`src/ppdc_defines.svh`:
```
// Register map, field positions, reset values and timing counts
`ifndef PPDC_DEFINES_SVH
`define PPDC_DEFINES_SVH
`define PPDC_IDX_F1 14'h0520
`define PPDC_IDX_F2 14'h0521
`define PPDC_IDX_NG 14'h0530
`define PPDC_IDX_DRC 14'h0540
`define PPDC_IDX_VOLL 14'h0502
`define PPDC_IDX_VOLR 14'h0503
`define PPDC_IDX_STAT 14'h05f0
`define PPDC_MASK_F1 16'h02b0
`define PPDC_MASK_F2 16'h3f00
`define PPDC_MASK_NG 16'h006f
`define PPDC_MASK_DRC 16'hffff
`define PPDC_RST_F1 16'h0200
`define PPDC_RST_F2 16'h0000
`define PPDC_RST_NG 16'h0068
`define PPDC_RST_DRC 16'h0098
`define PPDC_RST_VOL 8'hc0
`define PPDC_VOL_MAX 8'hc0
`define PPDC_VU_BIT 8
`define PPDC_MUTE_BIT 9
`define PPDC_RATE_BIT 5
`define PPDC_URAMP_BIT 4
`define PPDC_WID_HI 13
`define PPDC_WID_LO 9
`define PPDC_WEN_BIT 8
`define PPDC_NGH_HI 6
`define PPDC_NGH_LO 5
`define PPDC_NGT_HI 3
`define PPDC_NGT_LO 1
`define PPDC_NGE_BIT 0
`define PPDC_RMS_HI 15
`define PPDC_RMS_LO 11
`define PPDC_PK_HI 10
`define PPDC_PK_LO 9
`define PPDC_DNG_BIT 8
`define PPDC_DMODE_BIT 7
`define PPDC_DET_BIT 6
`define PPDC_KNEE_BIT 5
`define PPDC_QR_BIT 4
`define PPDC_AC_BIT 3
`define PPDC_FAST_DIV 5'h01
`define PPDC_SLOW_DIV 5'h1f
`define PPDC_NG_THR_BASE 24'h0020c4
`define PPDC_RMS_BASE 24'h040c37
`define PPDC_CLK_HZ 50000000
`define PPDC_NG_HOLD0_MS 30
`define PPDC_NG_HOLD1_MS 125
`define PPDC_NG_HOLD2_MS 250
`define PPDC_NG_HOLD3_MS 500
`define PPDC_RESP_OK 2'h0
`define PPDC_RESP_ERR 2'h2
`endif

```
`src/ppdc_pkg.sv`:
```
// Types of the playback path and dynamics control block
`default_nettype none
`include "ppdc_defines.svh"
package ppdc_pkg;
    typedef logic [23:0] ppdc_smp_t;
    typedef logic [7:0] ppdc_gain_t;
    typedef struct packed {
        logic awready;
        logic wready;
        logic bvalid;
        logic [1:0] bresp;
        logic arready;
        logic rvalid;
        logic [1:0] rresp;
        logic [31:0] rdata;
        logic aw_have;
        logic [13:0] aw_idx;
        logic w_have;
        logic [15:0] wdata;
        logic [1:0] wstrb;
        logic [15:0] f1;
        logic [15:0] f2;
        logic [15:0] ng;
        logic [15:0] dynamics_processor;
        logic [7:0] vol_l;
        logic [7:0] vol_r;
        logic [7:0] act_l;
        logic [7:0] act_r;
        logic [15:0] sh_ng;
        logic [7:0] gain_l;
        logic [7:0] gain_r;
        logic [4:0] scnt;
        logic [24:0] hold_cnt;
        logic quiet;
        logic gate_act;
        logic [23:0] avg;
        logic detect;
        logic [4:0] widen;
        logic widen_act;
        logic [3:0] dyn_flags;
        logic [2:0] dyn_path;
        logic ovalid;
        logic [23:0] oleft;
        logic [23:0] oright;
    } ppdc_st_t;
endpackage : ppdc_pkg
`default_nettype wire

```
`src/ppdc_core.sv`:
```
// Playback path soft mute, widening, noise gate and dynamics control with AXI4-Lite registers
`default_nettype none
`include "ppdc_defines.svh"
// Behaviour
// - Mute ramp steps gain every 2 samples, or every 32 when slow selected.
// - Ramp steps count samples, so ramp time scales with sample rate.
// - Unmute without ramp select applies left and right volumes at once.
// - Unmute with ramp select raises gain one step at a time to volumes.
// - Depth code 0 is off; codes 1 to 31 give rising widening depth.
// - Widening acts only while its enable bit is set.
// - Gate activates only after signal stays quiet for the selected hold time.
// - Gate threshold is -60dB at code 0, 6dB lower per code.
// - Playback gate works only while enabled; disabled after reset.
// - RMS mode detects level above -30dB minus 1.5dB per code.
// - Peak mode detects crest factor above 12, 18, 24 or 30dB.
// - Mode bit picks crest criterion at 0, RMS at 1; resets to 1.
// - Signal detection runs only while enabled; off after reset.
// - Dynamics gate active only with its enable bit; off after reset.
// - Second knee output applied only when enabled; off after reset.
// - Quick release follows its bit, which resets to 1.
// - Anti-clip follows its bit, which resets to 1.
// - Three bits insert dynamics into playback, left record, right record.
// - Soft mute bit mutes when set and comes out of reset set.
// - Volume 0 mutes, codes from c0 up give 0dB.
module ppdc_core #(
    parameter logic [24:0] HOLD0_CYC = 25'(`PPDC_NG_HOLD0_MS * (`PPDC_CLK_HZ / 1000)),
    parameter logic [24:0] HOLD1_CYC = 25'(`PPDC_NG_HOLD1_MS * (`PPDC_CLK_HZ / 1000)),
    parameter logic [24:0] HOLD2_CYC = 25'(`PPDC_NG_HOLD2_MS * (`PPDC_CLK_HZ / 1000)),
    parameter logic [24:0] HOLD3_CYC = 25'(`PPDC_NG_HOLD3_MS * (`PPDC_CLK_HZ / 1000))
) (
    input wire logic aclk,
    input wire logic aresetn,
    input wire logic [15:0] s_axi_awaddr,
    input wire logic [2:0] s_axi_awprot,
    input wire logic s_axi_awvalid,
    output logic s_axi_awready,
    input wire logic [31:0] s_axi_wdata,
    input wire logic [3:0] s_axi_wstrb,
    input wire logic s_axi_wvalid,
    output logic s_axi_wready,
    output logic [1:0] s_axi_bresp,
    output logic s_axi_bvalid,
    input wire logic s_axi_bready,
    input wire logic [15:0] s_axi_araddr,
    input wire logic [2:0] s_axi_arprot,
    input wire logic s_axi_arvalid,
    output logic s_axi_arready,
    output logic [31:0] s_axi_rdata,
    output logic [1:0] s_axi_rresp,
    output logic s_axi_rvalid,
    input wire logic s_axi_rready,
    input wire logic smp_valid,
    input wire ppdc_pkg::ppdc_smp_t smp_left,
    input wire ppdc_pkg::ppdc_smp_t smp_right,
    output logic out_valid,
    output ppdc_pkg::ppdc_smp_t out_left,
    output ppdc_pkg::ppdc_smp_t out_right,
    output ppdc_pkg::ppdc_gain_t gain_left,
    output ppdc_pkg::ppdc_gain_t gain_right,
    output logic [4:0] widen_depth,
    output logic widen_active,
    output logic gate_active,
    output logic detect_flag,
    output logic dyn_gate_en,
    output logic second_knee_en,
    output logic quick_release_en,
    output logic anti_clip_en,
    output logic [2:0] dyn_path
);
    import ppdc_pkg::*;

    localparam ppdc_st_t ST_RST = '{
        awready: 1'b1, wready: 1'b1, arready: 1'b1,
        f1: `PPDC_RST_F1, f2: `PPDC_RST_F2, ng: `PPDC_RST_NG, dynamics_processor: `PPDC_RST_DRC,
        vol_l: `PPDC_RST_VOL, vol_r: `PPDC_RST_VOL, act_l: `PPDC_RST_VOL, act_r: `PPDC_RST_VOL,
        sh_ng: `PPDC_RST_NG, dyn_flags: 4'h3, default: '0};

    ppdc_st_t st;
    ppdc_st_t n;
    logic step_tick;
    logic [23:0] abs_l;
    logic [23:0] abs_r;
    logic [23:0] pk;

    ////////////////////////////////////////////////////////////////////////
    // Helpers

    function automatic logic [15:0] wr16(input logic [15:0] old, input logic [15:0] d,
                                         input logic [1:0] s, input logic [15:0] m);
        logic [15:0] v;
        v = {s[1] ? d[15:8] : old[15:8], s[0] ? d[7:0] : old[7:0]};
        return v & m;
    endfunction : wr16

    function automatic logic [23:0] mag(input logic [23:0] x);
        return x[23] ? 24'(-x) : x;
    endfunction : mag

    // Volume codes from c0 up all mean 0dB
    function automatic logic [7:0] clampv(input logic [7:0] v);
        return (v >= `PPDC_VOL_MAX) ? `PPDC_VOL_MAX : v;
    endfunction : clampv

    function automatic logic [7:0] ramp(input logic [7:0] cur, input logic [7:0] vol,
                                        input logic mute, input logic rsel, input logic tick);
        logic [7:0] t;
        t = clampv(vol);
        if (mute)
        begin
            ramp = (tick && cur != 8'h00) ? 8'(cur - 8'h01) : cur;
        end
        else if (!rsel)
        begin
            ramp = t;
        end
        else if (cur < t)
        begin
            ramp = tick ? 8'(cur + 8'h01) : cur;
        end
        else
        begin
            ramp = t;
        end
    endfunction : ramp

    // -30dB less 1.5dB per code: 6dB per four codes, quarter steps by table
    function automatic logic [23:0] rms_thr(input logic [4:0] c);
        logic [23:0] b;
        logic [8:0] f;
        logic [32:0] p;
        b = `PPDC_RMS_BASE >> c[4:2];
        unique case (c[1:0])
            2'h0: f = 9'h100;
            2'h1: f = 9'h0d7;
            2'h2: f = 9'h0b5;
            2'h3: f = 9'h099;
        endcase
        p = 33'(b) * 33'(f);
        return p[31:8];
    endfunction : rms_thr

    function automatic logic [24:0] hold_sel(input logic [1:0] c);
        unique case (c)
            2'h0: hold_sel = HOLD0_CYC;
            2'h1: hold_sel = HOLD1_CYC;
            2'h2: hold_sel = HOLD2_CYC;
            2'h3: hold_sel = HOLD3_CYC;
        endcase
    endfunction : hold_sel

    function automatic logic [31:0] rd(input ppdc_st_t s, input logic [13:0] i);
        unique case (i)
            `PPDC_IDX_F1: rd = {16'h0000, s.f1};
            `PPDC_IDX_F2: rd = {16'h0000, s.f2};
            `PPDC_IDX_NG: rd = {16'h0000, s.ng};
            `PPDC_IDX_DRC: rd = {16'h0000, s.dynamics_processor};
            `PPDC_IDX_VOLL: rd = {24'h000000, s.vol_l};
            `PPDC_IDX_VOLR: rd = {24'h000000, s.vol_r};
            `PPDC_IDX_STAT: rd = {14'h0000, s.detect, s.gate_act, s.gain_r, s.gain_l};
            default: rd = 32'h00000000;
        endcase
    endfunction : rd

    function automatic logic mapped(input logic [13:0] i);
        return i == `PPDC_IDX_F1 || i == `PPDC_IDX_F2 || i == `PPDC_IDX_NG || i == `PPDC_IDX_DRC
            || i == `PPDC_IDX_VOLL || i == `PPDC_IDX_VOLR || i == `PPDC_IDX_STAT;
    endfunction : mapped

    ////////////////////////////////////////////////////////////////////////
    // Next state

    assign abs_l = mag(smp_left);
    assign abs_r = mag(smp_right);
    assign pk = (abs_l > abs_r) ? abs_l : abs_r;
    assign step_tick = smp_valid && (st.scnt == (st.f1[`PPDC_RATE_BIT] ? `PPDC_SLOW_DIV
                                                                        : `PPDC_FAST_DIV));

    always_comb
    begin
        n = st;
        // Write address and data taken in either order
        if (s_axi_awvalid && st.awready)
        begin
            n.aw_have = 1'b1;
            n.aw_idx = s_axi_awaddr[15:2];
            n.awready = 1'b0;
        end
        if (s_axi_wvalid && st.wready)
        begin
            n.w_have = 1'b1;
            n.wdata = s_axi_wdata[15:0];
            n.wstrb = s_axi_wstrb[1:0];
            n.wready = 1'b0;
        end
        if (st.bvalid && s_axi_bready)
        begin
            n.bvalid = 1'b0;
            n.awready = 1'b1;
            n.wready = 1'b1;
        end
        if (st.aw_have && st.w_have && !st.bvalid)
        begin
            n.aw_have = 1'b0;
            n.w_have = 1'b0;
            n.bvalid = 1'b1;
            n.bresp = mapped(st.aw_idx) ? `PPDC_RESP_OK : `PPDC_RESP_ERR;
            unique case (st.aw_idx)
                `PPDC_IDX_F1: n.f1 = wr16(st.f1, st.wdata, st.wstrb, `PPDC_MASK_F1);
                `PPDC_IDX_F2: n.f2 = wr16(st.f2, st.wdata, st.wstrb, `PPDC_MASK_F2);
                `PPDC_IDX_NG: n.ng = wr16(st.ng, st.wdata, st.wstrb, `PPDC_MASK_NG);
                `PPDC_IDX_DRC: n.dynamics_processor = wr16(st.dynamics_processor, st.wdata, st.wstrb, `PPDC_MASK_DRC);
                `PPDC_IDX_VOLL: n.vol_l = st.wstrb[0] ? st.wdata[7:0] : st.vol_l;
                `PPDC_IDX_VOLR: n.vol_r = st.wstrb[0] ? st.wdata[7:0] : st.vol_r;
                default: n.bresp = mapped(st.aw_idx) ? `PPDC_RESP_OK : `PPDC_RESP_ERR;
            endcase
            // Volume update bit moves both pending volumes at once
            if ((st.aw_idx == `PPDC_IDX_VOLL || st.aw_idx == `PPDC_IDX_VOLR)
                && st.wstrb[1] && st.wdata[`PPDC_VU_BIT])
            begin
                n.act_l = n.vol_l;
                n.act_r = n.vol_r;
            end
        end
        // Read answers one cycle after the address is taken
        if (st.rvalid && s_axi_rready)
        begin
            n.rvalid = 1'b0;
            n.arready = 1'b1;
        end
        if (s_axi_arvalid && st.arready)
        begin
            n.arready = 1'b0;
            n.rvalid = 1'b1;
            n.rdata = rd(st, s_axi_araddr[15:2]);
            n.rresp = mapped(s_axi_araddr[15:2]) ? `PPDC_RESP_OK : `PPDC_RESP_ERR;
        end

        // Sample boundary: configuration latched and gains stepped
        n.ovalid = smp_valid;
        if (smp_valid)
        begin
            n.scnt = step_tick ? 5'h00 : 5'(st.scnt + 5'h01);
            n.gain_l = ramp(st.gain_l, st.act_l, st.f1[`PPDC_MUTE_BIT], st.f1[`PPDC_URAMP_BIT], step_tick);
            n.gain_r = ramp(st.gain_r, st.act_r, st.f1[`PPDC_MUTE_BIT], st.f1[`PPDC_URAMP_BIT], step_tick);
            n.sh_ng = st.ng;
            n.widen = st.f2[`PPDC_WEN_BIT] ? st.f2[`PPDC_WID_HI:`PPDC_WID_LO] : 5'h00;
            n.widen_act = st.f2[`PPDC_WEN_BIT] && st.f2[`PPDC_WID_HI:`PPDC_WID_LO] != 5'h00;
            n.dyn_flags = {st.dynamics_processor[`PPDC_DNG_BIT], st.dynamics_processor[`PPDC_KNEE_BIT],
                           st.dynamics_processor[`PPDC_QR_BIT], st.dynamics_processor[`PPDC_AC_BIT]};
            n.dyn_path = st.dynamics_processor[2:0];
            n.quiet = pk < (`PPDC_NG_THR_BASE >> st.ng[`PPDC_NGT_HI:`PPDC_NGT_LO]);
            if (st.dynamics_processor[`PPDC_DET_BIT])
            begin
                n.avg = 24'(st.avg + (pk >> 6) - (st.avg >> 6));
                if (st.dynamics_processor[`PPDC_DMODE_BIT])
                begin
                    n.detect = st.avg >= rms_thr(st.dynamics_processor[`PPDC_RMS_HI:`PPDC_RMS_LO]);
                end
                else
                begin
                    n.detect = 29'(pk) >= (29'(st.avg) << (3'h2 + 3'(st.dynamics_processor[`PPDC_PK_HI:`PPDC_PK_LO])));
                end
            end
            else
            begin
                n.detect = 1'b0;
            end
            n.oleft = (st.gate_act || st.gain_l == 8'h00) ? 24'h000000 : smp_left;
            n.oright = (st.gate_act || st.gain_r == 8'h00) ? 24'h000000 : smp_right;
        end

        // Playback gate hold timer runs on the clock
        if (!n.sh_ng[`PPDC_NGE_BIT] || !n.quiet)
        begin
            n.hold_cnt = 25'h0000000;
            n.gate_act = 1'b0;
        end
        else if (st.hold_cnt >= hold_sel(st.sh_ng[`PPDC_NGH_HI:`PPDC_NGH_LO]))
        begin
            n.gate_act = 1'b1;
        end
        else
        begin
            n.hold_cnt = 25'(st.hold_cnt + 25'h0000001);
        end
    end

    always_ff @(posedge aclk)
    begin
        if (!aresetn)
        begin
            st <= ST_RST;
        end
        else
        begin
            st <= n;
        end
    end

    ////////////////////////////////////////////////////////////////////////
    // Outputs

    assign s_axi_awready = st.awready;
    assign s_axi_wready = st.wready;
    assign s_axi_bresp = st.bresp;
    assign s_axi_bvalid = st.bvalid;
    assign s_axi_arready = st.arready;
    assign s_axi_rdata = st.rdata;
    assign s_axi_rresp = st.rresp;
    assign s_axi_rvalid = st.rvalid;
    assign out_valid = st.ovalid;
    assign out_left = st.oleft;
    assign out_right = st.oright;
    assign gain_left = st.gain_l;
    assign gain_right = st.gain_r;
    assign widen_depth = st.widen;
    assign widen_active = st.widen_act;
    assign gate_active = st.gate_act;
    assign detect_flag = st.detect;
    assign dyn_gate_en = st.dyn_flags[3];
    assign second_knee_en = st.dyn_flags[2];
    assign quick_release_en = st.dyn_flags[1];
    assign anti_clip_en = st.dyn_flags[0];
    assign dyn_path = st.dyn_path;
endmodule : ppdc_core
`default_nettype wire

```
`config.mk`:
```
export PLATFORM = sky130hd
export DESIGN_NAME = ppdc_core
export DESIGN_NICKNAME = d
export VERILOG_FILES = /design/src/ppdc_pkg.sv /design/src/ppdc_core.sv
export VERILOG_INCLUDE_DIRS = /design/src
export SDC_FILE = /design/constraint.sdc
export NUM_CORES = 1
export LEC_CHECK = 0
export BUFFER_PORTS_ARGS = -buffer_cell sky130_fd_sc_hd__buf_4
export CAP_MARGIN = 20
export CELL_PAD_IN_SITES_DETAIL_PLACEMENT = 1
export CELL_PAD_IN_SITES_GLOBAL_PLACEMENT = 2
export CORE_MARGIN = 8
export CORE_UTILIZATION = 33
export DETAILED_ROUTE_END_ITERATION = 10
export PLACE_DENSITY_LB_ADDON = 0.08
export SETUP_SLACK_MARGIN = 0.15
export SYNTH_ARGS = -nofsm -noshare
export SYNTH_HDL_FRONTEND = slang
export SYNTH_SLANG_ARGS = --single-unit
```
`constraint.sdc`:
```
create_clock -name aclk -period 6.5 [get_ports aclk]
set_input_delay 0.65 -clock aclk [delete_from_list [all_inputs] [get_ports aclk]]
set_output_delay 0.65 -clock aclk [all_outputs]
set_load 0.01 [all_outputs]
```
==> impl_metrics.py <==
metrics = {
    "timing": {
        "slew_headroom_pct": 26.7,
        "tns_ns": 0,
        "drv_slew": 0,
        "worst_slew_pin_slew_ns": 1.09,
        "rsz0062_at_grt": "true",
        "min_period_ns": 6.39,
        "finClkSkew_ns": 0.0546,
        "setup_viol": 0,
        "hold-worst-slack_ns": 0.272,
        "setup_ws_ns": 0.110,
        "hold_viol": 0,
        "fin_crit_sh_pct": 98.3,
        "max_freq_mhz": 157,
    },
    "pwr": {
        "clkPwrFrac_pct": 39.3,
        "leakage_nw": 13.6,
        "p_switching_mw": 1.67,
        "swShare_pct": 31.9,
        "p_total_mw": 5.24,
        "power.density_mw_per_mm2": 174,
        "vdd_drop_max_v": 0.000190,
        "combPwrFrac_pct": 29.4,
        "pwr-share-seq_pct": 31.3,
        "internal_power_mw": 3.57,
    },
    "clock_network": {
        "path_clk_slew_ns": 0.06,
        "cts_buffer_depth": 3,
        "root_buffer": "clkbuf_16",
        "h-tree-depth": 2,
        "cts_buffers": 36,
        "insertion_delay_ns": 0.59,
        "cts_sinks": 261,
        "cts_tree": "yes",
        "cts_hold_buffers": 0,
    },
    "layout": {
        "layout-drive-gt1-share_pct": 25.3,
        "n_antenna_cell": 0,
        "seq_area_mm2": 0.00523,
        "fill_cells": 8459,
        "area_delta_synth_final_pct": 26.7,
        "final_nets": 3767,
        "finish.instance_area_mm2": 0.0301,
        "multi_input_area_mm2": 0.0171,
    },
    "worst_setup_path": {
        "r2r_end": "detect_flag",
        "cp.arrival_ns": 6.80,
        "cp_common_cell": "fa_1",
        "start_kind": "register",
        "critPathKind": "reg2reg",
        "cp-end-kind": "register",
        "max_stage_delay_ns": 0.58,
        "cp_data_required_time_ns": 6.91,
        "ff2ff_path_depth": 29,
        "r2r_start": "st[197]",
        "path_max_fanout": 4,
        "rrSetupSlack_ns": 0.11,
        "cp_slowest_cell": "fa_1",
    },
    "synth": {
        "synth-edff-count": 0,
        "synth.avg_cell_area_um2": 8.13,
        "netlist_instances": 2921,
        "synth_area_mm2": 0.0238,
        "yosysUniqueCellTypes": 84,
        "ys.flop_type": "dfxtp_1",
        "async_reset_ff_share_pct": 0,
        "ys_top_cells_by_area": "dfxtp_1 22%, ha_1 13%, fa_1 10%",
        "synth_seq_cells": 261,
        "synth_largest_area_cell": "dfxtp_1",
        "synth_warnings": 0,
        "ys_seq_area_share_pct": 22.0,
        "synth_top_area_share_pct": 22.0,
    },
    "die": {
        "rows": 98,
        "fp.dieW_um": 284,
        "die_area_mm2": 0.0808,
        "ioPinCount": 251,
        "die_h_um": 284,
        "design.core.area_mm2": 0.0714,
        "start_util_pct": 33.3,
    },
    "min_path": {
        "holdPathEnd": "s_axi_wready",
        "hold_depth": 2,
        "hp-class": "in2reg",
        "min-delay-start": "s_axi_wvalid",
    },
    "global_routing": {
        "grt_pass1_vias": 23707,
        "grt_pass1_wl_mm": 134,
        "met2_usage_pct": 35.4,
        "grt.overflow.total": 0,
        "top_usage_layer": "met2",
        "use_met1_pct": 26.3,
        "grt_max_degree": 82,
        "grt_use_met3_pct": 3.46,
        "antenna_found_initial": 0,
        "grt_use_total_pct": 20.4,
    },
    "routing": {
        "wl_per_cell_um": 19.9,
        "drt-pass1-iter-count": 5,
        "postRouteAntennaNets": 0,
        "wl_mm": 84.7,
        "vias": 21765,
        "drt_iter0_drc": 926,
        "vias_per_cell": 5.11,
        "drc_errors": 0,
    },
    "place": {
        "routabilityCongestion": 0.863,
        "hpwl_mm": 67.1,
        "pre_cts_ws_ns": -0.669,
        "placed_area_mm2": 0.0276,
        "port_buffers": 206,
    },
    "flow_run": {
        "maxCapViolCount": 0,
    },
    "outcome": {
        "status": "completed",
    },
}
==> cell families (layout without fill, tap and decap cells) <==
group | Yosys count | in the layout | synth area share, %
buffers and inverters | 518 | 885 | 9.98
xor gates and xnor gates | 115 | 115 | 4.24
and+or+nand+nor | 1020 | 1020 | 21.7
DFF | 261 | 261 | 22.0
adders and majority gates | 358 | 358 | 22.6
muxes | 95 | 95 | 4.65
other | 2 | 20 | 0.0316
AOI/OAI and AO/OA | 552 | 552 | 14.8
==> synthesized netlist by cell type (26+ instances only) <==
master    count
a21o_1       41
a21oi_1     234
and2_1       59
and3_1       26
buf_4       108
clkbuf_1    133
dfxtp_1     261
fa_1        120
ha_1        238
inv_1       261
mux2i_1      81
nand2_1     320
nand2b_1     33
nand3_1      75
nand4_1      38
nor2_1      214
nor2b_1      79
nor3_1       45
nor4_1       31
o21ai_0      81
xnor2_1      75
xor2_1       40
==> critical path, delay by kind of cell, from the launching register on <==
kind	cells	cell delay (ns)
fa+ha+maj	7	2.90
xor+xnor	1	0.14
compound gates	14	2.42
flops	1	0.35
buf+inv	6	0.38
simple gates	1	0.08
==> how the worst max path moves through the flow <==
stage | slack (ns) | start | cells past startpoint | end
after floorplan | 0.17 | st[194] | 31 | detect_flag
after global placement | -0.49 | smp_left[7] | 29 | st[81]
after detailed placement | -0.67 | smp_left[7] | 29 | st[85]
after CTS | -0.008 | st[195] | 32 | detect_flag
after global routing | -0.17 | st[198] | 31 | detect_flag
final | 0.11 | st[197] | 29 | detect_flag
==> cells in the final DEF, fill, tap and decap left out, types with 13 or more instances in the layout <==
master	instances
nor2_1	207
dfxtp_1	256
nor4_2	21
xor2_1	40
nand2b_1	31
ha_1	212
a211oi_1	21
and3_1	22
a21oi_2	23
clkbuf_16	36
a21oi_1	209
mux2i_1	81
a21o_1	41
and2_1	55
xnor2_1	72
nand4_1	38
nor4_1	29
o21ai_0	66
o21a_1	17
inv_2	13
or3_1	13
conb_1	20
nand2_1	312
inv_1	242
nand3_1	75
buf_4	533
ha_4	19
nor3_1	40
nor2b_1	67
buf_6	19
o211ai_1	21
fa_1	114
==> stage by stage <==
step	utilization [%]	std cells
after floorplan	-	2939
after global placement	38.6	4147
after detailed placement	38.6	4147
after CTS	41.4	4237
after global routing	42.2	4256
final	42.2	4256
==> flip-flops by register name, indices dropped and copies added, names as in the netlist <==
signal / count
out_valid: 1
s_axi_bvalid: 1
dyn_gate_en: 1
s_axi_rresp: 1
gate_active: 1
out_left: 24
s_axi_rdata: 18
quick_release_en: 1
gain_right: 8
dyn_path: 3
s_axi_arready: 1
s_axi_awready: 1
anti_clip_en: 1
out_right: 24
gain_left: 8
second_knee_en: 1
s_axi_rvalid: 1
s_axi_bresp: 1
widen_active: 1
s_axi_wready: 1
widen_depth: 5
st: 156
detect_flag: 1
==> power groups by stage <==
stage          clock (mW)  sequential, mW  combinational (mW)
2_1_floorplan           0            1.67               0.824
3_3_place_gp            0            1.67                1.39
3_5_place_dp            0            1.68                1.44
4_1_cts              2.14            1.64                1.47
5_1_grt              2.20            1.64                1.71
6_report             2.06            1.64                1.54
==> routing by layer <==
metal / vias up / routed length [µm]
li1: 10613 / -
met1: 10792 / 38600
met2: 280 / 41400
met3: 80 / 3200
met4: 0 / 1500
met5: - / 0
==> area by class of cell <==
type / instances / share of cell area, %
repair buffers: 558 / 14.4
inverters: 262 / 3.33
multi-input cells: 2160 / 56.9
clock inverters: 12 / 0.553
flip-flops and latches: 261 / 17.4
clock buffers: 53 / 3.51
well taps: 950 / 3.95
==> what timing repair did <==
item	CTS	global route
gates cloned	1	0
pin swaps	64	89
resized for setup	130	97
buffers inserted	24	16
endpoints found under the setup margin	8	20
(Power assumes the default switching activity.)
